`src/common/pwt_pkg.sv`:
```
// package: register map, field layout and constants of the wake timer
package pwt_pkg;
    // ************************************************************
    // register offsets (byte addresses are four times the index)
    // ************************************************************
    localparam logic [7:0] IDX_PERIOD_EXP    = 8'h14; // exponent
    localparam logic [7:0] IDX_PERIOD_MANT_H = 8'h15; // mantissa high
    localparam logic [7:0] IDX_PERIOD_MANT_L = 8'h16; // mantissa low
    localparam logic [7:0] IDX_COUNT_H       = 8'h17; // live count high
    localparam logic [7:0] IDX_COUNT_L       = 8'h18; // live count low
    localparam logic [7:0] IDX_CONTROL       = 8'h20; // enables, selects
    localparam logic [7:0] IDX_IRQ_STATUS    = 8'h21; // sticky events
    localparam logic [7:0] IDX_IRQ_ENABLE    = 8'h22; // interrupt mask
    localparam logic [7:0] IDX_IRQ_CLEAR     = 8'h23; // write one clears
    // ************************************************************
    // reset values
    // ************************************************************
    localparam logic [4:0]  RST_EXPONENT = 5'h03;
    localparam logic [15:0] RST_MANTISSA = 16'h0000;
    // ************************************************************
    // control register fields
    // ************************************************************
    localparam int CTL_TIMER_EN   = 0; // timer enable
    localparam int CTL_SLEEP      = 1; // chip in sleep
    localparam int CTL_XTAL_SEL   = 2; // external low-frequency crystal
    localparam int CTL_GPIO_WAKE  = 3; // gpio pin set to timer function
    localparam int CTL_WIDTH      = 4;
    // status: bit 0 expiry event
    localparam int IRQ_EXPIRY     = 0;
    localparam int IRQ_WIDTH      = 1;
    // each mantissa unit is 32 * 2^exponent ticks of the low-frequency clock
    localparam int TICKS_PER_UNIT_LOG2 = 5;
endpackage : pwt_pkg

```
`src/rtl/pwt_sync.sv`:
```
// two flip-flop synchroniser for one level
`timescale 1ns/10ps
`default_nettype none
module pwt_sync
(
    input  wire logic clk,   // system clock
    input  wire logic rst,   // synchronous reset
    input  wire logic din,   // asynchronous level
    output logic      dout   // synchronised level
);
    logic meta_q; // first stage, read only by the second
    // ************************************************************
    // two stages
    // ************************************************************
    always_ff @(posedge clk)
    begin
        if (rst)
        begin
            meta_q <= 1'b0;
            dout   <= 1'b0;
        end
        else
        begin
            meta_q <= din;
            dout   <= meta_q;
        end
    end
endmodule : pwt_sync
`default_nettype wire

```
`src/rtl/pwt_timer.sv`:
```
// periodic wake timer with apb register slave
`timescale 1ns/10ps
`default_nettype none
// Notes on behaviour
// - counts internal rc low-frequency clock by default
// - counts programmed period when enabled in sleep
// - expiry raises interrupt request if enabled
// - live 16-bit count readable, high byte first
// - period is 32 times mantissa times two^exponent
// - enabled interrupt drives pin low, wakes oscillator
// - masked interrupt signals on gpio, keeps state
// - crystal select repurposes gpio0 as crystal pin
// - crystal select clocks timer from external crystal
module pwt_timer
(
    input  wire logic        clk,           // system clock, 25 MHz
    input  wire logic        rst,           // synchronous, active high
    input  wire logic        psel,          // apb select
    input  wire logic        penable,       // apb access phase
    input  wire logic        pwrite,        // apb direction
    input  wire logic [11:0] paddr,         // apb byte address
    input  wire logic [31:0] pwdata,        // apb write data
    output logic      [31:0] prdata,        // apb read data
    output logic             pready,        // apb ready
    output logic             pslverr,       // apb error
    input  wire logic        rcClk,         // internal rc 32.768 kHz
    input  wire logic        xtalClk,       // external crystal on gpio0
    output logic             interruptRequestN, // active-low request pin
    output logic             gpioWake,      // gpio timer function output
    output logic             gpio0XtalMode, // gpio0 given to crystal
    output logic             lowFreqClk,    // selected low-freq clock
    output logic             mainOscWake,   // main oscillator request
    output logic             irq            // level interrupt
);
    import pwt_pkg::*;

    // ************************************************************
    // apb decode
    // ************************************************************
    logic [7:0] regIdx;              // word index
    logic       wrEn;                // write strobe
    logic       rdEn;                // read strobe
    logic       addrOk;              // mapped address
    assign regIdx  = paddr[9:2];
    assign wrEn    = psel && penable && pwrite;
    assign rdEn    = psel && penable && !pwrite;
    assign pready  = 1'b1;           // zero wait state slave
    assign pslverr = psel && penable && !addrOk;

    always_comb
    begin
        // alignment and upper bits first, then the word must be mapped
        addrOk = (paddr[11:10] == 2'b00) && (paddr[1:0] == 2'b00);
        case (regIdx)
            IDX_PERIOD_EXP, IDX_PERIOD_MANT_H, IDX_PERIOD_MANT_L,
            IDX_COUNT_H, IDX_COUNT_L, IDX_CONTROL, IDX_IRQ_STATUS,
            IDX_IRQ_ENABLE, IDX_IRQ_CLEAR:
                ;                    // mapped word keeps the test
            default: addrOk = 1'b0;  // unmapped word
        endcase
    end

    // ************************************************************
    // configuration registers
    // ************************************************************
    logic [4:0]            exponent_q;   // period exponent
    logic [15:0]           mantissa_q;   // period mantissa
    logic [CTL_WIDTH-1:0]  control_q;    // enable and select bits
    logic [IRQ_WIDTH-1:0]  irqEnable_q;  // interrupt mask

    // software writes land only in the access phase
    always_ff @(posedge clk)
    begin
        if (rst)
        begin
            exponent_q  <= RST_EXPONENT;
            mantissa_q  <= RST_MANTISSA;
            control_q   <= '0;
            irqEnable_q <= '0;
        end
        else if (wrEn && addrOk)
        begin
            case (regIdx)
                IDX_PERIOD_EXP:    exponent_q        <= pwdata[4:0];
                IDX_PERIOD_MANT_H: mantissa_q[15:8]  <= pwdata[7:0];
                IDX_PERIOD_MANT_L: mantissa_q[7:0]   <= pwdata[7:0];
                IDX_CONTROL:       control_q   <= pwdata[CTL_WIDTH-1:0];
                IDX_IRQ_ENABLE:    irqEnable_q <= pwdata[IRQ_WIDTH-1:0];
                default:           ;     // read-only or clear
            endcase
        end
    end

    logic timerEn;   // timer enable bit
    logic sleeping;  // chip in sleep
    logic xtalSel;   // external crystal chosen
    logic gpioFunc;  // gpio set to timer function
    assign timerEn  = control_q[CTL_TIMER_EN];
    assign sleeping = control_q[CTL_SLEEP];
    assign xtalSel  = control_q[CTL_XTAL_SEL];
    assign gpioFunc = control_q[CTL_GPIO_WAKE];

    // gpio0 becomes the crystal pin while the select bit is set
    assign gpio0XtalMode = xtalSel;

    // ************************************************************
    // low-frequency clock sampling
    // ************************************************************
    logic rcSync;    // rc clock in system domain
    logic xtalSync;  // crystal clock in system domain

    pwt_sync uRcSync
    (
        .clk  (clk),
        .rst  (rst),
        .din  (rcClk),
        .dout (rcSync)
    );

    pwt_sync uXtalSync
    (
        .clk  (clk),
        .rst  (rst),
        .din  (xtalClk),
        .dout (xtalSync)
    );

    logic lfSel_q;   // selected source, registered
    logic lfPrev_q;  // previous level for edge detect
    logic lfTick;    // one pulse per low-frequency rising edge

    // rc by default, crystal only when selected; the 25 MHz clock
    // oversamples the 32 kHz source by far, so no edge is lost
    always_ff @(posedge clk)
    begin
        if (rst)
        begin
            lfSel_q  <= 1'b0;
            lfPrev_q <= 1'b0;
        end
        else
        begin
            lfSel_q  <= xtalSel ? xtalSync : rcSync;
            lfPrev_q <= lfSel_q;
        end
    end
    assign lfTick     = lfSel_q && !lfPrev_q;
    assign lowFreqClk = lfSel_q;

    // ************************************************************
    // wake period counter
    // ************************************************************
    // the count register shows mantissa units; a prescaler of
    // 32 * 2^exponent ticks sits in front of it
    logic [35:0] prescale_q;  // ticks within one mantissa unit
    logic [35:0] unitTicks;   // ticks per unit
    logic [15:0] count_q;     // live count, mantissa units
    logic        running;     // timer active
    logic        unitDone;    // one mantissa unit elapsed
    logic        expiry;      // period complete, one pulse

    assign unitTicks = 36'h1 << (TICKS_PER_UNIT_LOG2 + int'(exponent_q));
    assign running   = timerEn && sleeping;
    assign unitDone  = lfTick && (prescale_q == unitTicks - 36'h1);
    // a zero mantissa never expires
    assign expiry    = running && unitDone && (mantissa_q != 16'h0)
                       && (count_q == mantissa_q - 16'h1);

    // leaving sleep clears the count as well, so a host that wants
    // the live value must read it while the timer still runs
    always_ff @(posedge clk)
    begin
        if (rst || !running)
        begin
            prescale_q <= '0;   // entering sleep starts a fresh period
            count_q    <= '0;
        end
        else if (lfTick)
        begin
            if (unitDone)
            begin
                prescale_q <= '0;
                // restart from zero after expiry
                count_q <= expiry ? 16'h0 : count_q + 16'h1;
            end
            else
            begin
                prescale_q <= prescale_q + 36'h1;
            end
        end
    end

    // ************************************************************
    // interrupt status and outputs
    // ************************************************************
    logic [IRQ_WIDTH-1:0] irqStatus_q;  // sticky events
    logic                 clrHit;       // clear write or status read
    logic [IRQ_WIDTH-1:0] clrMask;      // bits to clear

    // reading status clears it, as does the clear register;
    // a new expiry in the same cycle wins over the clear
    assign clrHit  = psel && penable && addrOk &&
                     ((rdEn && regIdx == IDX_IRQ_STATUS) ||
                      (wrEn && regIdx == IDX_IRQ_CLEAR));
    assign clrMask = !clrHit ? '0 :
                     (rdEn ? '1 : pwdata[IRQ_WIDTH-1:0]);

    always_ff @(posedge clk)
    begin
        if (rst)
        begin
            irqStatus_q <= '0;
        end
        else
        begin
            irqStatus_q[IRQ_EXPIRY] <= expiry ||
                (irqStatus_q[IRQ_EXPIRY] && !clrMask[IRQ_EXPIRY]);
        end
    end

    logic irqLevel;   // enabled pending event
    assign irqLevel = |(irqStatus_q & irqEnable_q);

    logic irqN_q;     // registered pin
    logic gpio_q;     // registered gpio output
    logic wake_q;     // main oscillator request

    // pin and oscillator request follow the enabled status
    always_ff @(posedge clk)
    begin
        if (rst)
        begin
            irqN_q <= 1'b1;
            gpio_q <= 1'b0;
            wake_q <= 1'b0;
        end
        else
        begin
            irqN_q <= !irqLevel;
            // masked path: gpio shows expiry, no state change
            if (!irqEnable_q[IRQ_EXPIRY] && gpioFunc && expiry)
                gpio_q <= 1'b1;
            else if (clrMask[IRQ_EXPIRY] || !gpioFunc)
                gpio_q <= 1'b0;
            wake_q <= irqLevel;
        end
    end
    assign interruptRequestN = irqN_q;
    assign gpioWake          = gpio_q;
    assign mainOscWake       = wake_q;
    assign irq               = irqLevel;

    // ************************************************************
    // read data
    // ************************************************************
    logic [31:0] rdata_d;  // selected read word
    always_comb
    begin
        rdata_d = 32'h0;
        case (regIdx)
            IDX_PERIOD_EXP:    rdata_d[4:0] = exponent_q;
            IDX_PERIOD_MANT_H: rdata_d[7:0] = mantissa_q[15:8];
            IDX_PERIOD_MANT_L: rdata_d[7:0] = mantissa_q[7:0];
            IDX_COUNT_H:       rdata_d[7:0] = count_q[15:8];
            IDX_COUNT_L:       rdata_d[7:0] = count_q[7:0];
            IDX_CONTROL:       rdata_d[CTL_WIDTH-1:0] = control_q;
            IDX_IRQ_STATUS:    rdata_d[IRQ_WIDTH-1:0] = irqStatus_q;
            IDX_IRQ_ENABLE:    rdata_d[IRQ_WIDTH-1:0] = irqEnable_q;
            default:           rdata_d = 32'h0;
        endcase
    end
    assign prdata = (rdEn && addrOk) ? rdata_d : 32'h0;

    // ************************************************************
    // checks
    // ************************************************************
    a_irq_pin_low: assert property (@(posedge clk) disable iff (rst)
        irqLevel |=> !interruptRequestN)
        else $error("request pin not low after enabled event");
    a_expiry_sets_stat: assert property (@(posedge clk) disable iff (rst)
        expiry |=> irqStatus_q[IRQ_EXPIRY])
        else $error("expiry did not set status");
    a_idle_no_count: assert property (@(posedge clk) disable iff (rst)
        !running |=> count_q == 16'h0)
        else $error("count moved while not running");
    a_restart_zero: assert property (@(posedge clk) disable iff (rst)
        expiry |=> count_q == 16'h0 && prescale_q == 36'h0)
        else $error("counter did not restart after expiry");
    a_expiry_at_period: assert property (@(posedge clk) disable iff (rst)
        expiry |-> count_q == mantissa_q - 16'h1)
        else $error("expiry not at programmed period");
    a_wake_request: assert property (@(posedge clk) disable iff (rst)
        irqLevel |=> mainOscWake)
        else $error("main oscillator not requested");
    a_gpio_masked: assert property (@(posedge clk) disable iff (rst)
        (expiry && gpioFunc && !irqEnable_q[IRQ_EXPIRY])
        |=> gpioWake && interruptRequestN)
        else $error("masked expiry not shown on gpio only");
    a_count_read: assert property (@(posedge clk) disable iff (rst)
        (rdEn && regIdx == IDX_COUNT_L && paddr[1:0] == 2'b00
         && paddr[11:10] == 2'b00) |-> prdata[7:0] == count_q[7:0])
        else $error("count low byte misread");
    a_xtal_source: assert property (@(posedge clk) disable iff (rst)
        xtalSel |=> lfSel_q == $past(xtalSync))
        else $error("crystal not used as source");
endmodule : pwt_timer
`default_nettype wire

```
`config.mk`:
```
export PLATFORM = sky130hd
export DESIGN_NAME = pwt_timer
export DESIGN_NICKNAME = d
export VERILOG_FILES = /design/src/common/pwt_pkg.sv /design/src/rtl/pwt_sync.sv /design/src/rtl/pwt_timer.sv
export SDC_FILE = /design/constraint.sdc
export NUM_CORES = 1
export LEC_CHECK = 0
export ABC_AREA = 1
export BUFFER_PORTS_ARGS = -buffer_cell sky130_fd_sc_hd__buf_2
export CORE_ASPECT_RATIO = 1.75
export CORE_MARGIN = 2
export CORE_UTILIZATION = 40
export DETAILED_ROUTE_END_ITERATION = 12
export SLEW_MARGIN = 20
export SYNTH_ARGS = -nofsm -noshare
export SYNTH_HDL_FRONTEND = slang
export SYNTH_SLANG_ARGS = --single-unit
```
`constraint.sdc`:
```
create_clock -name clk -period 5.4 [get_ports clk]
set_clock_uncertainty 0.1 [all_clocks]
set_input_delay 0.27 -clock clk [delete_from_list [all_inputs] [get_ports clk]]
set_output_delay 0.27 -clock clk [all_outputs]
set_load 0.01 [all_outputs]
```
==> results of run 1 <==
## what timing repair did
action | in CTS | in global routing
resized for setup | 0 | 0
hold endpoints to repair | 1 | 0
hold buffers | 1 | 0
## sequential cells by signal (all words and copies together), names as in the netlist
register,cells
lowFreqClk,1
count_q,16
exponent_q,5
uXtalSync.meta_q,1
uRcSync.dout,1
uXtalSync.dout,1
mainOscWake,1
lfPrev_q,1
control_q,4
prescale_q,36
irqStatus_q,1
mantissa_q,16
interruptRequestN,1
gpioWake,1
irqEnable_q,1
uRcSync.meta_q,1
## logic make-up (layout without fill, tap and decap cells)
| family | count (synthesis) | count (layout) | share of synthesized area |
|---|---|---|---|
| XOR/XNOR | 63 | 63 | 0.07902 |
| AO/OA/AOI/OAI | 110 | 110 | 0.09963 |
| other | 2 | 27 | 0.001075 |
| flip-flops | 88 | 88 | 0.2523 |
| AND/OR/NAND/NOR | 656 | 656 | 0.4161 |
| buffers and inverters | 228 | 242 | 0.1448 |
| adder cells (fa/ha/maj) | 4 | 4 | 0.007167 |
## worst min-delay path, stage by stage
cell	delay (ns)
buf_2	0.08
inv_1	0.03
nor2_1	0.06
## synth_stat cells (4+ instances only)
master	n	share of area
a211oi_1	25	0.027
a21oi_1	29	0.021
a221oi_1	4	0.0050
buf_4	32	0.034
buf_6	4	0.0064
clkbuf_1	8	0.0043
dfxtp_1	88	0.25
ha_1	4	0.0072
inv_1	175	0.094
inv_2	6	0.0032
nand2_1	244	0.13
nand2_2	5	0.0045
nand3_1	88	0.063
nand3_2	4	0.0057
nand4_1	35	0.031
nor2_1	214	0.12
nor2_2	7	0.0063
nor2_4	5	0.0081
nor3_1	23	0.016
nor3b_1	4	0.0043
nor4_1	9	0.0081
o21ai_0	20	0.014
o22ai_1	10	0.0090
or2_2	5	0.0045
xnor2_1	12	0.015
xor2_1	51	0.064
## final timing paths
check | from | endpoint | depth (start not counted)
worst max-delay path | exponent_q[2]$_SDFFE_PP0P_ | prescale_q[14]$_SDFFE_PP0P_ | 12
worst min-delay path | rcClk | uRcSync.meta_q$_SDFF_PP0_ | 3
worst max register to register | exponent_q[2]$_SDFFE_PP0P_ | prescale_q[14]$_SDFFE_PP0P_ | 12
worst min register to register | uXtalSync.meta_q$_SDFF_PP0_ | uXtalSync.dout$_SDFF_PP0_ | 2
## stage by stage
| step | worst slack (ns) | utilization |
|---|---|---|
| after floorplan | 2.984 | - |
| after global placement | 1.470 | 0.4261 |
| after detailed placement | 1.506 | 0.4261 |
| after CTS | 1.493 | 0.4433 |
| after global routing | 1.077 | 0.4433 |
| final | 1.473 | 0.4433 |
## power groups by stage
stage               logic, mW  registers (mW)  clock network (mW)
floorplan              0.0399           0.666                   0
global placement       0.0445           0.666                   0
detailed placement     0.0448           0.666                   0
CTS                    0.0454           0.651               0.627
global route           0.0520           0.650               0.649
finish                 0.0464           0.651               0.614
## routing by layer
layer / vias to the layer above / part of all wire / wire, um / track usage
li1: 3703 / - / - / -
met1: 3210 / 0.35 / 7840 / 0.2267
met2: 190 / 0.53 / 11920 / 0.4838
met3: 100 / 0.029 / 660 / 0.03344
met4: 0 / 0.097 / 2205 / 0.2370
met5: - / 0 / 0 / 0
## cell type report
cell class              count  area (sq um)
repair buffers             44         230.2
flip-flops and latches     88          1762
multi-input cells         860          4304
clock inverters             6         43.79
well taps                 227         284.0
fillers                  1906          9478
clock buffers              10         239.0
inverters                 182         685.7
==> metrics.cfg, run 1 <==
[sta]
setup_viol=0
maxSlewViolCount=0
min_period_ns=3.927
period_share=0.7273
fmax_mhz=254.6
slew_headroom=0.4162
holdWs_ns=0.01915
setup-tns-final_ns=0
hold_viol=0
worst_pin_slew_ns=0.8677
rsz0062_at_grt=false

[final_layout]
final_cells=1417
antenna_cells=0
finalNetCount=1240
final_cell_mix=244 x nand2_1, 214 x nor2_1, 175 x inv_1
stdcell_area_sq_mm=0.007548
syn2layout_area_growth_pct=8.099
drive_gt1_frac=0.08319
final_common_cell=nand2_1

[logic_synthesis]
seq_area_frac_synth=0.2523
synth_area_sq_mm=0.006983
syn_area_per_cell_sq_um=6.067
synth_ff_type=dfxtp_1
ys_ff_latch=88
async_flop_share=0
syn_inst=1151
ys_types=51
synth_warnings=0
synth_edf_count=0

[placement]
dpl.hpwl_um=18610
dpl_cell_area_sq_mm=0.007256
gp_congestion=0.9793
io_buffer_count=41
placed_cells=1400

[power]
swShare=0.2449
p_comb_frac=0.035
switchingPower_mw=0.3212
ir_worst_vdd_uv=194.1
p_leak_nw=3.283
seqPwrFrac=0.496
p_int_mw=0.9900
pwr_density_cell_mw_per_mm2=173.7
p_total_mw=1.311
clkPwrFrac=0.468

[cts]
cts-root-buf=clkbuf_16
post_cts_buffers=0
cts_tree=built
cts_sinks=88
h-tree-depth=3
cts.reportedPaths.clkPinSlew_ns=0.06
clk_path_buf_depth=2
clk_latency_ns=0.37
cts_buffers=9

[worst_setup_path]
crit_path_top_delay_cell=dfxtp_1
critPathCaptureType=flop
worstPathMaxFanout=32
required_ns=5.53
cp_num_buf_inv=1
crit_family=simple AND/OR/NAND/NOR gates
worstSetupPathType=flop to flop
r2r_slack_ns=1.47
cp.arrival_ns=4.05
cp_common_cell=nand3_1
crit_chain=inv_2, nor2_1, nand3_1, nand3_1, nor2_4, nand3_1, xor2_1, nand2_1, nor3_1, nand2_2, nand2_2, nor3b_1
startpoint_type=flop
max_stage_delay_ns=0.68

[die]
io_pins=91
die_h_um=178.8
dieArea_sq_mm=0.01857
placementRows=63
core_area_sq_mm=0.01703
die_x_um=103.9
start_util=0.4101

[global_route]
grt_max_degree=36
grt_first_pass_wirelength_um=36120
antenna_found_initial=0
grt_pass1_vias=7180
grt_overflow_total=0
grt_usage=0.2530

[outcome]
run_status=finished clean

[routing]
vias=7203
drt_iter0_drc=337
totalWireLength_um=22620
drc=0
drtPass1Iterations=5
antenna_left=0
wire_per_inst_um=15.96
via_per_inst=5.083

[flow_run]
drv_cap=0

[min_path]
min_path_type=primary input to flop

Note: power is estimated with default switching activity, not from simulation.
==> run 2: changes to the inputs <==
Clock period 5.4 ns to 3.6 ns, I/O delays scaled along.
==> run 2 against run 1 <==
Via count up 1.7%. Fmax up 21%. Die area unchanged. Count of clock-buffer cells in the layout up 1. Combinational power up 53%. Core utilization up 1.0 points. Flip-flop and latch count unchanged.
==> metrics.cfg, run 2 (synthesized netlist as in run 1, its figures left out) <==
[die]
die_x_um=103.9  ; unchanged
dieArea_sq_mm=0.01857  ; unchanged
die_h_um=178.8  ; unchanged
start_util=0.4101  ; unchanged
io_pins=91  ; unchanged
core_area_sq_mm=0.01703  ; unchanged
placementRows=63  ; unchanged

[sta]
maxSlewViolCount=0  ; unchanged
min_period_ns=3.259  ; -0.6682 ns
slew_headroom=0.3589  ; -0.05730
hold_viol=0  ; unchanged
period_share=0.9053  ; +0.1780
setup-tns-final_ns=0  ; unchanged
setup_viol=0  ; unchanged
rsz0062_at_grt=false
setup_ws_ns=0.3408  ; -1.132 ns
fmax_mhz=306.8  ; +21%
worst_pin_slew_ns=0.9528  ; +0.08517 ns

[routing]
antenna_left=0  ; unchanged
drc=0  ; unchanged
vias=7327  ; +1.7%
drt_iter0_drc=302  ; -10%
totalWireLength_um=22550  ; -0.34%
drtPass1Iterations=7  ; +2
via_per_inst=5.106  ; +0.45%
wire_per_inst_um=15.71  ; -1.6%

[worst_setup_path]
worstPathMaxFanout=16  ; -50%
startpoint_type=flop
worstSetupPathType=flop to flop
critPathCaptureType=flop
cp.arrival_ns=3.46  ; -0.59 ns
required_ns=3.80  ; -1.73 ns

[global_route]
grt_overflow_total=0  ; unchanged
grt_first_pass_wirelength_um=36160  ; +0.11%
grt_pass1_vias=7241  ; +0.85%
grt_usage=0.2514  ; -0.001536
antenna_found_initial=0  ; unchanged
grt_max_degree=36  ; unchanged

[cts]
clk_path_buf_depth=2  ; unchanged
post_cts_buffers=0  ; unchanged
cts_buffers=9  ; unchanged
cts_tree=built
cts-root-buf=clkbuf_16
cts_sinks=88  ; unchanged
clk_latency_ns=0.36  ; about the same
cts.reportedPaths.clkPinSlew_ns=0.07  ; about the same
h-tree-depth=3  ; unchanged

[final_layout]
top_regs=prescale_q (36), count_q (16), mantissa_q (16)
regMostFlops=prescale_q
final_common_cell=nand2_1
antenna_cells=0  ; unchanged
final_cell_mix=244 x nand2_1, 214 x nor2_1, 175 x inv_1
finalNetCount=1258  ; +1.5%
post-route-util=0.4537  ; +0.01036
syn2layout_area_growth_pct=10.63
drive_gt1_frac=0.09520  ; +0.01201
largest_reg_flops=36  ; unchanged

[placement]
dp_slack_ns=0.3597  ; -1.146 ns
dpl.hpwl_um=18680  ; +0.36%
gp_congestion=0.9724  ; -0.70%
io_buffer_count=41  ; unchanged

[min_path]
min_path_type=primary input to flop

[power]
p_leak_nw=3.374  ; +2.8%
ir_worst_vdd_uv=196.9  ; +1.5%
pwr_density_cell_mw_per_mm2=262.6  ; +51%

[flow_run]
drv_cap=0  ; unchanged

[outcome]
run_status=finished clean

[run 2: worst paths after layout]
check | startpoint | endpoint | slack, ns | cells after the start
min | pwdata[6] | mantissa_q[14]$_SDFFE_PP0P_ | 0.01 | 3
min reg2reg | uXtalSync.meta_q$_SDFF_PP0_ | uXtalSync.dout$_SDFF_PP0_ | 0.31 | 2
max | exponent_q[1]$_SDFFE_PP1P_ | count_q[15]$_SDFFE_PP0P_ | 0.34 | 18
max reg2reg | exponent_q[1]$_SDFFE_PP1P_ | count_q[15]$_SDFFE_PP0P_ | 0.34 | 18
[run 2: report_power, final]
| group | total [mW] | switching [mW] | internal, mW |
|---|---|---|---|
| Sequential | 0.976 | 0.000718 | 0.975 |
| Clock | 0.982 | 0.419 | 0.562 |
| Combinational | 0.0708 | 0.0485 | 0.0223 |
[run 2: repair_timing]
item / CTS / global route
resized for setup: 0 / 1
endpoints found under the setup margin: 0 / 2
endpoints found under the hold margin: 3 / 0
hold buffers: 3 / 0
[run 2: worst max-delay path, cell delays in order (launching register included)]
cell and delay [ns]:
dfxtp_1 0.66, nand2_4 0.11, nand2_2 0.11, nand2_1 0.11
nor2_1 0.25, nand2_1 0.17, xor2_1 0.20, nor2_1 0.09
a21oi_1 0.15, nand3_1 0.13, nor2_1 0.15, nand2_1 0.07
nor2_1 0.09, nand2_1 0.09, nor2_4 0.35, nand3_1 0.13
nand2_1 0.10, inv_1 0.04, nor2_1 0.08
[run 2: cell type report]
type | count | area, sq um
Clock buffer | 11 | 242.7
Clock inverter | 5 | 62.56
Sequential cell | 88 | 1763
Inverter | 182 | 685.7
Fill cell | 1887 | 9301
Multi-Input combinational cell | 860 | 4304
Tap cell | 227 | 284.0
Timing Repair Buffer | 62 | 382.9
[run 2: through the flow]
step	cell area [sq um]	hold slack [ns]	instances	total power, mW
5_1_grt	7725	0.03319	1435	2.099
3_3_place_gp	7388	0.2807	1416	1.065
3_5_place_dp	7388	0.2912	1416	1.066
2_1_floorplan	7077	0.1870	1176	1.058
6_report	7725	0.01248	1435	2.029
4_1_cts	7724	0.009230	1435	2.043
[run 2: per-layer routing]
metal | vias up | track usage | part of all wire
li1 | 3736 | - | -
met1 | 3338 | 0.2269 | 0.35
met2 | 164 | 0.4956 | 0.54
met3 | 89 | 0.02363 | 0.021
met4 | 0 | 0.2162 | 0.092
met5 | - | 0 | 0
